===== src/rfc_pkg.sv =====
`default_nettype none
package rfc_pkg;
    // Control modes
    typedef enum logic [1:0]
    {
        RFC_MODE_POSITION,
        RFC_MODE_POSITIONING,
        RFC_MODE_SPEED,
        RFC_MODE_TORQUE
    } rfc_mode_t;

    localparam logic [1:0] RFC_TRACE_ENABLED  = 2'h2;
    localparam logic [1:0] RFC_ADAPT_PID      = 2'h2;
    localparam logic       RFC_INP_CMD_DONE   = 1'h1;
    localparam logic       RFC_UNIT_KPULSE    = 1'h1;
    localparam int         RFC_KPULSE_FACTOR  = 1000;
    localparam int         RFC_CLK_MHZ        = 100;
    // Delay and filter time unit: 0.1 ms
    localparam int         RFC_TIME_UNIT_US   = 100;
    localparam int         RFC_TICK_CYCLES    =
        RFC_TIME_UNIT_US * RFC_CLK_MHZ;
    localparam logic [15:0] RFC_DELAY_RESET   = 16'h0000;
    localparam int         RFC_FILT_SHIFT     = 4;
endpackage
`default_nettype wire


===== src/rfc_highpass.sv =====
`default_nettype none
module rfc_highpass
    import rfc_pkg::*;
#(
    parameter int W = 24
)
(
    input  wire logic                clk_in,
    input  wire logic                rst_in,
    input  wire logic                tick_in,
    input  wire logic                load_in,
    input  wire logic signed [W-1:0] step_in,
    input  wire logic        [15:0]  tc_in,
    output var  logic signed [W-1:0] value_out
);
    // ----------------------------------------
    // Step decay toward zero
    // ----------------------------------------
    logic signed [W-1:0] acc_reg;
    logic signed [W-1:0] acc_next;
    logic        [15:0]  cnt_reg;
    logic        [15:0]  cnt_next;
    logic signed [W-1:0] bleed;

    // Shift the magnitude so both signs decay alike toward zero
    assign bleed = acc_reg[W-1] ? -((-acc_reg) >>> RFC_FILT_SHIFT)
                                : (acc_reg >>> RFC_FILT_SHIFT);

    always_comb
    begin
        acc_next = acc_reg;
        cnt_next = cnt_reg;
        if (load_in)
        begin
            acc_next = step_in;
            cnt_next = 16'h0000;
        end
        else if (tc_in == 16'h0000)
        begin
            cnt_next = 16'h0000;
        end
        else if (tick_in)
        begin
            // Bleed one shift-step once per time constant share
            if (cnt_reg >= (tc_in >> RFC_FILT_SHIFT))
            begin
                cnt_next = 16'h0000;
                acc_next = acc_reg - bleed
                           - W'(acc_reg > 0)
                           + W'(acc_reg < 0);
            end
            else
            begin
                cnt_next = cnt_reg + 16'h0001;
            end
        end
    end

    always_ff @(posedge clk_in or posedge rst_in)
    begin
        if (rst_in)
        begin
            acc_reg <= '0;
            cnt_reg <= 16'h0000;
        end
        else
        begin
            acc_reg <= acc_next;
            cnt_reg <= cnt_next;
        end
    end

    assign value_out = acc_reg;
endmodule
`default_nettype wire


===== src/rfc_top.sv =====
// What this block does
// - Droop compensation acts only in position or positioning mode.
// - PID selection keeps droop compensation off whatever else is set.
// - Droop compensation is enabled when trace select equals 2.
// - With condition 1, in-position needs range plus command done.
// - Model error cancels residual following error left by feedforward.
// - Lost-motion compensation acts only in position or positioning mode.
// - Lost-motion enable bit: 0 off, 1 on.
// - Every travel reversal after the first move since reset or enable triggers lost-motion compensation.
// - Separate amounts for forward-to-reverse and reverse-to-forward.
// - Each compensation starts after the programmed delay, default 0.
// - Droop fluctuation within dead band counts as zero speed.
// - Nonzero filter constant makes the amount decay through high-pass.
`default_nettype none
module rfc_top
    import rfc_pkg::*;
#(
    parameter int W = 24
)
(
    // Clock and reset
    input  wire logic                CLK_SYS_IN,
    input  wire logic                RST_IN,
    // Configuration
    input  wire rfc_mode_t           CTRL_MODE_IN,
    input  wire logic        [1:0]   TRACE_COMP_SELECT_IN,
    input  wire logic        [1:0]   ADAPTIVE_MODEL_SELECT_IN,
    input  wire logic                INPOS_CONDITION_SELECT_IN,
    input  wire logic                BACKLASH_COMP_ENABLE_IN,
    input  wire logic                DEADBAND_UNIT_SELECT_IN,
    input  wire logic signed [W-1:0] COMP_AMOUNT_DIR_ONE_IN,
    input  wire logic signed [W-1:0] COMP_AMOUNT_DIR_TWO_IN,
    input  wire logic        [15:0]  COMP_DELAY_TIME_IN,
    input  wire logic        [15:0]  COMP_DEADBAND_IN,
    input  wire logic        [15:0]  COMP_HIGHPASS_TC_IN,
    input  wire logic        [W-1:0] INPOS_RANGE_IN,
    // Loop signals
    input  wire logic signed [W-1:0] DROOP_IN,
    input  wire logic signed [W-1:0] MODEL_DROOP_IN,
    input  wire logic signed [W-1:0] TORQUE_CMD_IN,
    input  wire logic                CMD_DONE_IN,
    // Results
    output var  logic signed [W-1:0] DROOP_COMP_OUT,
    output var  logic signed [W-1:0] TORQUE_CMD_OUT,
    output var  logic                IN_POSITION_OUTPUT_OUT,
    output var  logic                REVERSAL_OUT
);
    function automatic logic [W-1:0] abs_w(input logic signed [W-1:0] v);
        abs_w = v[W-1] ? W'(-v) : W'(v);
    endfunction

    // ----------------------------------------
    // Mode gating
    // ----------------------------------------
    logic pos_mode;
    logic trace_on;
    logic lost_on;
    assign pos_mode = (CTRL_MODE_IN == RFC_MODE_POSITION) ||
                      (CTRL_MODE_IN == RFC_MODE_POSITIONING);
    assign trace_on = pos_mode &&
                      (ADAPTIVE_MODEL_SELECT_IN != RFC_ADAPT_PID) &&
                      (TRACE_COMP_SELECT_IN == RFC_TRACE_ENABLED);
    assign lost_on  = pos_mode && BACKLASH_COMP_ENABLE_IN;

    // ----------------------------------------
    // Droop compensation and in-position
    // ----------------------------------------
    logic signed [W-1:0] droop_comp_reg;
    logic signed [W-1:0] droop_comp_next;
    logic                inpos_reg;
    logic                inpos_next;
    logic                in_range;

    assign in_range = abs_w(DROOP_IN) <= INPOS_RANGE_IN;

    always_comb
    begin
        // Model droop is the ideal error the feedforward leaves behind
        droop_comp_next = trace_on ? W'(-MODEL_DROOP_IN) : '0;
        if (INPOS_CONDITION_SELECT_IN == RFC_INP_CMD_DONE)
            inpos_next = in_range && CMD_DONE_IN;
        else
            inpos_next = in_range;
    end

    // ----------------------------------------
    // Reversal detection with dead band
    // ----------------------------------------
    logic signed [W-1:0] prev_droop_reg;
    logic        [1:0]   dir_reg;
    logic        [1:0]   dir_next;
    logic        [W+9:0] band;
    logic signed [W:0]   delta;
    logic                reversal;

    // dir: 00 none yet, 01 forward, 10 reverse
    assign band  = (DEADBAND_UNIT_SELECT_IN == RFC_UNIT_KPULSE)
                   ? (W+10)'(COMP_DEADBAND_IN * RFC_KPULSE_FACTOR)
                   : (W+10)'(COMP_DEADBAND_IN);
    assign delta = (W+1)'(DROOP_IN) - (W+1)'(prev_droop_reg);

    // First move after reset or enable only sets the direction
    always_comb
    begin
        dir_next = dir_reg;
        reversal = 1'b0;
        // Small fluctuation is treated as zero speed
        if ((W+10)'(abs_w(W'(delta))) > band)
        begin
            dir_next = delta[W] ? 2'h2 : 2'h1;
            reversal = lost_on && (dir_reg != 2'h0) &&
                       (dir_next != dir_reg);
        end
    end

    // ----------------------------------------
    // Start delay and amount selection
    // ----------------------------------------
    logic        [15:0]  delay_reg;
    logic        [15:0]  delay_next;
    logic        [15:0]  tick_cnt_reg;
    logic        [15:0]  tick_cnt_next;
    logic                pend_reg;
    logic                pend_next;
    logic signed [W-1:0] step_reg;
    logic signed [W-1:0] step_next;
    logic                tick;
    logic                fire;

    assign tick = tick_cnt_reg == 16'(RFC_TICK_CYCLES - 1);

    always_comb
    begin
        // Restart on reversal so one delay unit lasts one full unit
        if (tick || reversal)
        begin
            tick_cnt_next = 16'h0000;
        end
        else
        begin
            tick_cnt_next = tick_cnt_reg + 16'h0001;
        end
        pend_next     = pend_reg;
        delay_next    = delay_reg;
        step_next     = step_reg;
        fire          = 1'b0;
        if (reversal)
        begin
            // A fresh reversal restarts the delay for the new direction
            pend_next  = 1'b1;
            delay_next = COMP_DELAY_TIME_IN;
            step_next  = (dir_next == 2'h2)
                         ? W'(-COMP_AMOUNT_DIR_ONE_IN)
                         : COMP_AMOUNT_DIR_TWO_IN;
        end
        else if (pend_reg)
        begin
            if (delay_reg == 16'h0000)
            begin
                fire      = 1'b1;
                pend_next = 1'b0;
            end
            else if (tick)
                delay_next = delay_reg - 16'h0001;
        end
    end

    // ----------------------------------------
    // Torque addition
    // ----------------------------------------
    logic signed [W-1:0] hp_value;
    logic signed [W-1:0] torque_next;

    // Filter reloads zero while disabled so no stale step comes back
    rfc_highpass #(
        .W(W)
    ) u_hp (
        .clk_in    (CLK_SYS_IN),
        .rst_in    (RST_IN),
        .tick_in   (tick),
        .load_in   (fire || !lost_on),
        .step_in   (lost_on ? step_reg : W'(0)),
        .tc_in     (COMP_HIGHPASS_TC_IN),
        .value_out (hp_value)
    );

    // Held step unless filter is set; filter bleeds it away
    assign torque_next = TORQUE_CMD_IN + hp_value;

    always_ff @(posedge CLK_SYS_IN or posedge RST_IN)
    begin
        if (RST_IN)
        begin
            droop_comp_reg         <= '0;
            inpos_reg              <= 1'b0;
            prev_droop_reg         <= '0;
            dir_reg                <= 2'h0;
            delay_reg              <= RFC_DELAY_RESET;
            tick_cnt_reg           <= 16'h0000;
            pend_reg               <= 1'b0;
            step_reg               <= '0;
            TORQUE_CMD_OUT         <= '0;
            REVERSAL_OUT           <= 1'b0;
        end
        else
        begin
            droop_comp_reg         <= droop_comp_next;
            inpos_reg              <= inpos_next;
            prev_droop_reg         <= DROOP_IN;
            dir_reg                <= lost_on ? dir_next : 2'h0;
            delay_reg              <= delay_next;
            tick_cnt_reg           <= tick_cnt_next;
            pend_reg               <= lost_on && pend_next;
            step_reg               <= step_next;
            TORQUE_CMD_OUT         <= torque_next;
            REVERSAL_OUT           <= reversal;
        end
    end

    assign DROOP_COMP_OUT         = droop_comp_reg;
    assign IN_POSITION_OUTPUT_OUT = inpos_reg;
endmodule
`default_nettype wire


===== config.mk =====
export PLATFORM = sky130hd
export DESIGN_NAME = rfc_top
export DESIGN_NICKNAME = d
export VERILOG_FILES = /design/src/rfc_pkg.sv /design/src/rfc_highpass.sv /design/src/rfc_top.sv
export SDC_FILE = /design/constraint.sdc
export NUM_CORES = 1
export LEC_CHECK = 0
export ABC_AREA = 1
export BUFFER_PORTS_ARGS = -buffer_cell sky130_fd_sc_hd__clkbuf_2
export CORE_MARGIN = 4
export CORE_UTILIZATION = 60
export CTS_BUF_LIST = sky130_fd_sc_hd__clkbuf_16
export DETAILED_ROUTE_END_ITERATION = 8
export GPL_TIMING_DRIVEN = 0
export PLACE_DENSITY_LB_ADDON = 0.3
export SLEW_MARGIN = 40
export SYNTH_ARGS = -nofsm -noshare
export SYNTH_HDL_FRONTEND = slang
export SYNTH_SLANG_ARGS = --single-unit

===== constraint.sdc =====
create_clock -name CLK_SYS_IN -period 9.3 [get_ports CLK_SYS_IN]
set_input_delay 0.93 -clock CLK_SYS_IN [delete_from_list [all_inputs] [get_ports CLK_SYS_IN]]
set_output_delay 0.93 -clock CLK_SYS_IN [all_outputs]
set_load 0.05 [all_outputs]

# Word level (Yosys, flattened, before mapping)
# Index checks and enable logic that the tools add are counted.
[totals] register_bits=173 output_inout_bits=50 word_cells=93
[op_classes] addsub=14 mul=1 order_cmp=5 eq_ne=8 n_mux=31 reduce_logical=22
[ops] operator="2-to-1 mux 24 bit" count=10
[ops] operator="2-to-1 mux 16 bit" count=9
[ops] operator="negator 24 bit" count=5
[ops] operator="adder 16 x 1 -> 16 bit, second input constant" count=2
[ops] operator="logical NOT 16 bit" count=2
[ops] operator="greater-than comparator 24 x 26 -> 1 bit" count=1
[ops] operator="2-to-1 mux 26 bit" count=1
[ops] operator="subtractor 24 x 24 -> 25 bit" count=1
[ops] operator="adder 24 x 1 -> 24 bit" count=1
[ops] operator="adder 24 bit" count=1
[ops] operator="greater-than comparator 24 x 1 -> 1 bit, second input constant" count=1
[ops] operator="<= comparator 24 bit" count=1
[ops] operator="< comparator 24 x 1 -> 1 bit, second input constant" count=1
[ops] operator="negator 20 -> 24 bit" count=1
[ops] operator="subtractor 24 x 1 -> 24 bit" count=1
[ops] operator="subtractor 24 bit" count=1
[ops] operator="multiplier 16 x 7 -> 23 bit, second input constant" count=1
[ops] operator="== test 16 x 14 -> 1 bit, second input constant" count=1
[ops] operator=">= comparator 16 x 12 -> 1 bit" count=1
[ops] operator="subtractor 16 x 1 -> 16 bit, second input constant" count=1
[ops] operator="nonzero test 2 bit" count=5
[ops] operator="2-to-1 mux 1 bit" count=8
[ops] operator="logical AND 1 bit" count=7
[ops] operator="2-to-1 mux 2 bit" count=3
[ops] operator="10 further kinds" count=15

# Logic depth before layout (Yosys ltp)
# Gate-level depths: netlist of run 1.
[logic_depth] ltp_word=10 mapped_depth=38 depth_no_buf=35

# Hierarchy
# From an unflattened synthesis of run 1, not the netlist that was laid out.
[unflattened] cells_unflattened=2815 area_unflattened_um2=19517.5
[modules_own_cells] mod="rfc_top" instances=1 cells_per_inst=2033 area_each_um2=14281.2 seq_area_each_um2=3328.2
[modules_own_cells] mod="rfc_highpass" instances=1 cells_per_inst=782 area_each_um2=5236.3 seq_area_each_um2=1001.0

# Worst setup path after synthesis of run 1
# OpenSTA, ideal clock, no wires.
[synth_path] kind="in2reg" start="in COMP_DEADBAND_IN[9]" end="reg u_hp.acc_reg[6], in the netlist u_hp.value_out[6]" setup_time_ns=0.117 t_arrival_ns=6.042 setup_slack_ns=3.141 cell_stages=34 path_buffers=2 cell_sequence="inv_1 fa_1 fa_1 inv_1 fa_1 inv_1 fa_1 inv_1 ha_1 a21o_1 a21oi_1 nand2_1 a21oi_1 o21bai_1 a21boi_0 inv_1 a21oi_1 inv_1 a21oi_1 o21ai_0 ha_1 nand2_1 nor2_1 nand4_1 nand3_1 nor2_2 nand2_4 nand2_4 buf_8 buf_6 o21ai_1 nand2_1 o21ai_1 inv_1"
[synth_via] elab_chain_cells=8 word_cells_on_any_way=11
[synth_rtl] element="start, declared" line="rfc_top.sv:34" text="input wire logic [15:0] COMP_DEADBAND_IN,"
[synth_rtl] element="multiplier 16 x 7 -> 23 bit" line="rfc_top.sv:98" text="? (W+10)'(COMP_DEADBAND_IN * RFC_KPULSE_FACTOR)"
[synth_rtl] element="2-to-1 mux 26 bit *" line="rfc_top.sv:98"
[synth_rtl] element="greater-than comparator 24 x 26 -> 1 bit *" line="rfc_top.sv:108" text="if ((W+10)'(abs_w(W'(delta))) > band)"
[synth_rtl] element="2-to-1 mux 1 bit *" line="rfc_top.sv:108"
[synth_rtl] element="2-to-1 mux 1 bit *" line="rfc_top.sv:147" text="if (reversal)"
[synth_rtl] element="logical OR 1 bit *" line="rfc_top.sv:181" text=".load_in (fire || !lost_on),"
[synth_rtl] element="!= test 2 x 1 -> 1 bit (no source line) / nonzero test 2 bit (equally long branches)"
[synth_rtl] element="AND reduction 3 bit (no source line)"
[synth_rtl] element="end signal, assigned" line="rfc_highpass.sv:68" text="acc_reg <= acc_next;"
[synth_rtl] element="end, declared" line="rfc_highpass.sv:19" text="logic signed [W-1:0] acc_reg;"
# Every way passes the cells marked *; elsewhere a longest branch is shown, timed or not.
# A chain may end at the register's enable or synchronous reset.

# Final worst setup path of run 1
[layout_path] start="in COMP_DEADBAND_IN[8]" end="reg step_reg[4]"
[layout_via] elab_chain_cells=6 word_cells_on_any_way=7
[layout_rtl] element="multiplier 16 x 7 -> 23 bit" line="rfc_top.sv:98"
[layout_rtl] element="2-to-1 mux 26 bit *" line="rfc_top.sv:98"
[layout_rtl] element="greater-than comparator 24 x 26 -> 1 bit *" line="rfc_top.sv:108"
[layout_rtl] element="2-to-1 mux 2 bit" line="rfc_top.sv:108"
[layout_rtl] element="== test 2 bit" line="rfc_top.sv:152" text="step_next = (dir_next == 2'h2)"
[layout_rtl] element="2-to-1 mux 24 bit" line="rfc_top.sv:153" text="? W'(-COMP_AMOUNT_DIR_ONE_IN)"
[layout_rtl] element="end signal, assigned" line="rfc_top.sv:214" text="step_reg <= step_next;"
[layout_rtl] element="end, declared" line="rfc_top.sv:125" text="logic signed [W-1:0] step_reg;"
# Marked as above.

==> results by group, run 1 <==
Run status
  – Run status: completed

Global routing
  – Gr ovfl total: 0
  – Number of global-route vias before repair: 19,400
  – Global-route wire length before repair: 90,600 um
  – Antenna violations before repair: 0
  – Total GRT Usage: 0.302
  – Largest net degree at the start of global routing: 80

STA
  – Unrepaired setup endpoints after global routing: no
  – Setup TNS: 0 ns
  – Final Max Slew Viols: 0
  – Rel. slew slack: 0.438
  – Max Clock Skew: 0.0183 ns
  – Fmax: 0.147 GHz
  – Worst slew pin tran: 0.837 ns
  – Final setup violation count: 0
  – Final worst-path cycle share: 0.733
  – Final hold violation count: 0
  – Worst Slack Setup Final: 2.49 ns
  – Final critical-path required period: 6.81 ns

Layout
  – Synth-to-Final Area Change: 12.8%
  – NumNets Final: 3,615
  – Layout cells sized above 1: 0.114
  – Fill cells: 2,854
  – ANT cells: 0

Synth
  – Avg Synthesized Cell Area: 6.88 um2
  – Synth async-reset ratio: 1.00
  – Top FF cell, synth: dfrtp_1
  – Register area share after synthesis: 0.221
  – Post-synthesis cell count: 2,847
  – Post-synth EDFFs: 0
  – Seq cells post-synth: 173
  – Yosys warnings: 0
  – Unique masters post-synth: 54
  – Syn Nets: 3,342
  – Netlist Area Pre-Place: 0.0196 mm2

Route
  – DRT Wirelength: 53,500 um
  – Final ANT Viol Nets: 0
  – Drt via density: 5.49
  – Drt pass-1 iters: 6
  – Routed len/inst: 15.0 um
  – Via count: 19,600
  – Initial drt markers: 1,306
  – Remaining DRCs: 0

Critical path
  – R2R cell count: 33
  – CP Data Arrival Time: 7.16 ns
  – Worst setup path end: step_reg[4]
  – CP max FO: 10
  – Crit path from: COMP_DEADBAND_IN[8]
  – Reg2reg setup slack: 4.00 ns
  – Top cell by count, worst path: inv_1
  – Slowest library cell on the worst path: fa_1
  – CP Launch Type: primary input
  – Capturing point of the worst reg2reg path: step_reg[4]
  – Worst r2r src: prev_droop_reg[0]
  – Largest stage delay on the critical path: 0.52 ns
  – CP required: 9.65 ns
  – CP Capture Type: register
  – CP Class: in -> reg

Clock network
  – Clock-pin slew reported for the worst setup and hold paths after clock tree synthesis: 0.09 ns
  – Hold bufs inserted after CTS: 0
  – Setup Buffers After CTS: 0
  – CTS tree: built
  – H-tree depth: 4
  – Root Buffer: clkbuf_16
  – CTS max path bufs: 2
  – Clk sinks: 173
  – Num CTS Buffers: 17
  – Worst skew pair latency: 0.46 ns
  – Post-cts resize count: 0

Placed design
  – RD Place Congestion: 0.952
  – Dpl hpwl: 44,400 um
  – Pre-CTS setup slack: 2.06 ns
  – IO buf count: 252

Die
  – Die height: 189 um
  – Die X-Extent: 189 um
  – Initial Util: 0.614
  – Die ar.: 0.0356 mm2
  – Top Ports: 254
  – Rows: 65
  – Core region area: 0.0319 mm2

Pwr
  – Leak: 12.1 nW
  – Cell Pwr Density: 288 mW/mm2
  – Maximum VDD drop: 0.199 mV

Flow run
  – MaxCap Viol Count: 0

Worst hold path
  – Hold Crit Class: in -> async
==> layout make-up <==
class / count / area, um2 / share of cell area
multi-input combinational: 2140 / 13200 / 0.596
sequential: 173 / 4330 / 0.196
inverter: 490 / 1850 / 0.0836
timing repair buffer: 254 / 1320 / 0.0596
tap: 435 / 544 / 0.0246
clock buffer: 17 / 425 / 0.0193
buffer: 44 / 239 / 0.0108
clock inverter: 15 / 214 / 0.00969
==> Yosys cell counts, types with 4 or more instances <==
library cell	n	area, um2
nor3_2	4	40.0
nor2_1	245	920
nand3_2	4	40.0
xor2_1	106	928
inv_1	484	1820
nand3b_1	9	67.6
ha_1	233	2920
a211oi_1	5	37.5
a21o_1	5	37.5
nand2_1	695	2610
o21bai_1	6	45.0
nand2_2	4	25.0
nand3_1	163	816
buf_6	4	45.0
nor4_1	24	150
nand4_1	74	463
a21boi_0	6	45.0
buf_2	20	100
clkbuf_1	17	63.8
nor3b_1	10	75.1
dfrtp_1	173	4330
a21oi_1	163	816
o21ai_1	29	145
o211ai_1	10	75.1
fa_1	58	1160
nor3_1	46	230
o21ai_0	140	701
o21a_1	8	60.1
xnor2_1	44	385
or2_2	5	31.3
a31oi_1	7	43.8
nor2_2	11	68.8
==> power breakdown <==
group | total (mW) | internal (mW) | switching [mW]
logic | 4.49 | 1.60 | 2.90
clock network | 0.772 | 0.373 | 0.399
registers | 1.09 | 0.948 | 0.140
total | 6.35 | 2.92 | 3.44
==> worst min-delay path by stage <==
| stage | from | to | slack [ns] | cells after the start |
|---|---|---|---|---|
| after floorplan | tick_cnt_reg[0] | tick_cnt_reg[0] | 0.43 | 1 |
| after global placement | tick_cnt_reg[0] | tick_cnt_reg[0] | 0.45 | 1 |
| after detailed placement | tick_cnt_reg[0] | tick_cnt_reg[0] | 0.47 | 1 |
| after CTS | RST_IN | TORQUE_CMD_OUT[13] | 0.40 | 2 |
| after global routing | RST_IN | TORQUE_CMD_OUT[13] | 0.41 | 2 |
| final | RST_IN | TORQUE_CMD_OUT[13] | 0.41 | 2 |
==> critical path, delay by kind of cell <==
kind                       cells  cell delay, ns
AOI/OAI and AO/OA              8            1.12
adders and majority gates      6            2.71
buffers and inverters          8            0.90
and+or+nand+nor               10            1.48
==> stage by stage <==
step	instance area (um2)	power (mW)	instances	hold WS, ns	util
after floorplan	19600	4.47	2847	0.433	-
after global placement	21400	5.37	3534	0.446	0.671
after detailed placement	21500	5.51	3536	0.469	0.673
after CTS	22100	6.31	3568	0.401	0.693
after global routing	22100	7.04	3568	0.407	0.693
final	22100	6.35	3568	0.412	0.693
==> kinds of logic (layout without fill, tap and decap cells) <==
kind of cell | Yosys count | after routing | share of synthesized area
simple gates | 1303 | 1303 | 0.288
fa+ha+maj | 291 | 291 | 0.208
flops | 173 | 173 | 0.221
buf+inv | 534 | 820 | 0.106
compound gates | 396 | 396 | 0.109
xor+xnor | 150 | 150 | 0.0671
==> layer usage <==
layer / GRT usage / up-vias / routed length (um)
li1: - / 9763 / -
met1: 0.400 / 9005 / 23800
met4: 0.0788 / 0 / 1150
met2: 0.513 / 714 / 24800
met3: 0.0556 / 105 / 3660
met5: 0 / - / 0
==> placed cells by master (no fill, tap or decap), drive strengths merged, types with 25 or more instances in the layout <==
cell type and count:
nand2 701, inv 493, clkbuf 286, nor2 257, ha 233, dfrtp 173, o21ai 172, nand3 167
a21oi 163, xor2 106, nand4 75, fa 58, nor3 51, xnor2 44, buf 29, nor4 25
Note: power is estimated with default switching activity, not from simulation.
==> run 2, diff against run 1 <==
--- a/config.mk
+++ b/config.mk
@@ -8,7 +8,7 @@
 export ABC_AREA = 1
 export BUFFER_PORTS_ARGS = -buffer_cell sky130_fd_sc_hd__clkbuf_2
 export CORE_MARGIN = 4
-export CORE_UTILIZATION = 60
+export CORE_UTILIZATION = 55
 export CTS_BUF_LIST = sky130_fd_sc_hd__clkbuf_16
 export DETAILED_ROUTE_END_ITERATION = 8
 export GPL_TIMING_DRIVEN = 0
==> constraint.sdc (replaced) <==
create_clock -name CLK_SYS_IN -period 5.57 [get_ports CLK_SYS_IN]
set_input_delay 0.557 -clock CLK_SYS_IN [delete_from_list [all_inputs] [get_ports CLK_SYS_IN]]
set_output_delay 0.557 -clock CLK_SYS_IN [all_outputs]
set_load 0.05 [all_outputs]
==> run 2 against run 1 <==
The run now ends with setup timing left. Worst setup slack worse by 2.7 ns. Count of clock-buffer cells in the layout is the same. Total power increased by 85%. Critical path type unchanged.
==> results by group, run 2 (synthesized netlist as in run 1, its figures left out) <==
Layout
  – ANT cells: 0
  – Storage cell area: 0.00433 mm2
  – Fill cells: 2,967
  – Commonest non-fill, non-tap cell in the layout: nand2_1
  – Most frequent cells in the layout: nand2_1 (635), inv_1 (465), clkbuf_2 (244)
  – Layout cells sized above 1: 0.176
  – Area of the multi-input gates: 0.0139 mm2
  – Design Area, Final: 0.0235 mm2
  – NumNets Final: 3,658
  – Synth-to-Final Area Change: 19.8%

Pwr
  – Net Switching: 6.28 mW
  – Clock network fraction of design power: 0.102
  – Leak: 12.5 nW
  – Int Pwr: 5.48 mW
  – Total power: 11.8 mW
  – Maximum VDD drop: 0.280 mV
  – Fraction of power spent switching nets: 0.534
  – Cell Pwr Density: 501 mW/mm2
  – Reg power frac: 0.155
  – Power share of the combinational group: 0.743

STA
  – Worst slew pin tran: 0.798 ns
  – Final worst-path cycle share: 1.04
  – Setup TNS: -14.64 ns
  – Worst hold slack: 0.0963 ns
  – Final hold violation count: 0
  – Unrepaired setup endpoints after global routing: yes
  – Fmax: 0.172 GHz
  – Final Max Slew Viols: 0
  – Rel. slew slack: 0.463
  – Worst Slack Setup Final: -0.246 ns
  – Max Clock Skew: 0.0131 ns
  – Final critical-path required period: 5.82 ns
  – Final setup violation count: 98

Clock network
  – Worst skew pair latency: 0.45 ns
  – CTS tree: built
  – Num CTS Buffers: 17
  – Root Buffer: clkbuf_16
  – Clock-pin slew reported for the worst setup and hold paths after clock tree synthesis: 0.08 ns
  – Clk sinks: 173
  – H-tree depth: 4
  – Hold bufs inserted after CTS: 0
  – CTS max path bufs: 2

Critical path
  – Slowest library cell on the worst path: fa_1
  – Capturing point of the worst reg2reg path: u_hp.value_out[18]
  – CP Class: in -> reg
  – Worst r2r src: u_hp.value_out[1]
  – Largest stage delay on the critical path: 0.58 ns
  – Top cell by count, worst path: a21oi_2
  – Reg2reg setup slack: 0.43 ns
  – CP Capture Type: register
  – CP Data Arrival Time: 6.16 ns
  – CP Launch Type: primary input
  – CP required: 5.91 ns
  – CP max FO: 10
  – R2R cell count: 27

Die
  – Rows: 68
  – Core region area: 0.0348 mm2
  – Initial Util: 0.563
  – Die height: 197 um
  – Die X-Extent: 197 um
  – Top Ports: 254
  – Die ar.: 0.0387 mm2

Global routing
  – Global-route wire length before repair: 90,900 um
  – Antenna violations before repair: 0
  – Number of global-route vias before repair: 19,300
  – Largest net degree at the start of global routing: 74
  – Gr ovfl total: 0
  – Total GRT Usage: 0.281

Flow run
  – MaxCap Viol Count: 0

Run status
  – Run status: finished with violations
  – Failing checks: setup timing

Route
  – Routed len/inst: 15.5 um
  – Drt via density: 5.48
  – Final ANT Viol Nets: 0
  – Drt pass-1 iters: 6
  – DRT Wirelength: 56,400 um
  – Initial drt markers: 1,285
  – Remaining DRCs: 0
  – Via count: 19,900

Placed design
  – RD Place Congestion: 0.943
  – IO buf count: 252
  – Dpl hpwl: 45,000 um
  – Area post-placement: 0.0216 mm2

Worst hold path
  – Hold Crit Class: in -> async
[run 2: cell count changes in the layout (fill, tap and decap cells not counted), sizes merged]
cell,delta
clkbuf,-4
buf,+47
clkinv,-5
clkinvlp,+5
[run 2: layout make-up]
| class | count | share of cell area |
|---|---|---|
| plain buffers | 43 | 0.0166 |
| clock buffers | 17 | 0.0181 |
| clock inverters | 15 | 0.00613 |
| inverters | 490 | 0.0799 |
| multi-input cells | 2140 | 0.593 |
| flip-flops and latches | 173 | 0.185 |
| well taps | 455 | 0.0243 |
| repair buffers | 298 | 0.0773 |
[run 2: metal layers]
metal | GRT usage | wire (um)
met2 | 0.464 | 26200
met1 | 0.380 | 24900
met4 | 0.0899 | 1560
met5 | 0 | 0
met3 | 0.0492 | 3700
[run 2: worst max path at each step]
stage | start | cells after the start | end
floorplan | COMP_DEADBAND_IN[9] | 34 | u_hp.value_out[6]
global placement | RST_IN | 2 | DROOP_COMP_OUT[1]
global route | COMP_DEADBAND_IN[3] | 37 | step_reg[2]
detailed placement | COMP_DEADBAND_IN[5] | 31 | step_reg[0]
CTS | COMP_DEADBAND_IN[3] | 36 | u_hp.value_out[10]
finish | COMP_DEADBAND_IN[2] | 35 | step_reg[4]
[run 2: critical path, delay by kind of cell]
kind	cells	cell delay [ns]
AO/OA/AOI/OAI	8	0.99
adder cells (fa/ha/maj)	6	2.64
buffers and inverters	10	1.02
AND/OR/NAND/NOR	11	0.93
[run 2: power groups by stage]
| stage | combinational, mW | sequential [mW] | clock (mW) |
|---|---|---|---|
| 2_1_floorplan | 5.46 | 2.11 | 0 |
| 3_3_place_gp | 7.25 | 1.83 | 0 |
| 3_5_place_dp | 7.46 | 1.84 | 0 |
| 4_1_cts | 8.09 | 1.81 | 1.22 |
| 5_1_grt | 9.70 | 1.86 | 1.27 |
| 6_report | 8.73 | 1.82 | 1.20 |
[run 2: repair_timing]
action                     CTS  global route
setup buffers               21            15
setup endpoints to repair  100           100
hold endpoints to repair     0             0
resized for setup          122           147
gates cloned                 4             4
pin swaps                   33            34
[run 2: stage by stage]
stage | worst slack (ns) | std cells | util
after floorplan | -0.0340 | 2847 | -
after global placement | -1.60 | 3554 | 0.619
after detailed placement | -1.13 | 3556 | 0.621
after CTS | -0.101 | 3613 | 0.657
after global routing | -0.535 | 3631 | 0.674
final | -0.246 | 3631 | 0.674
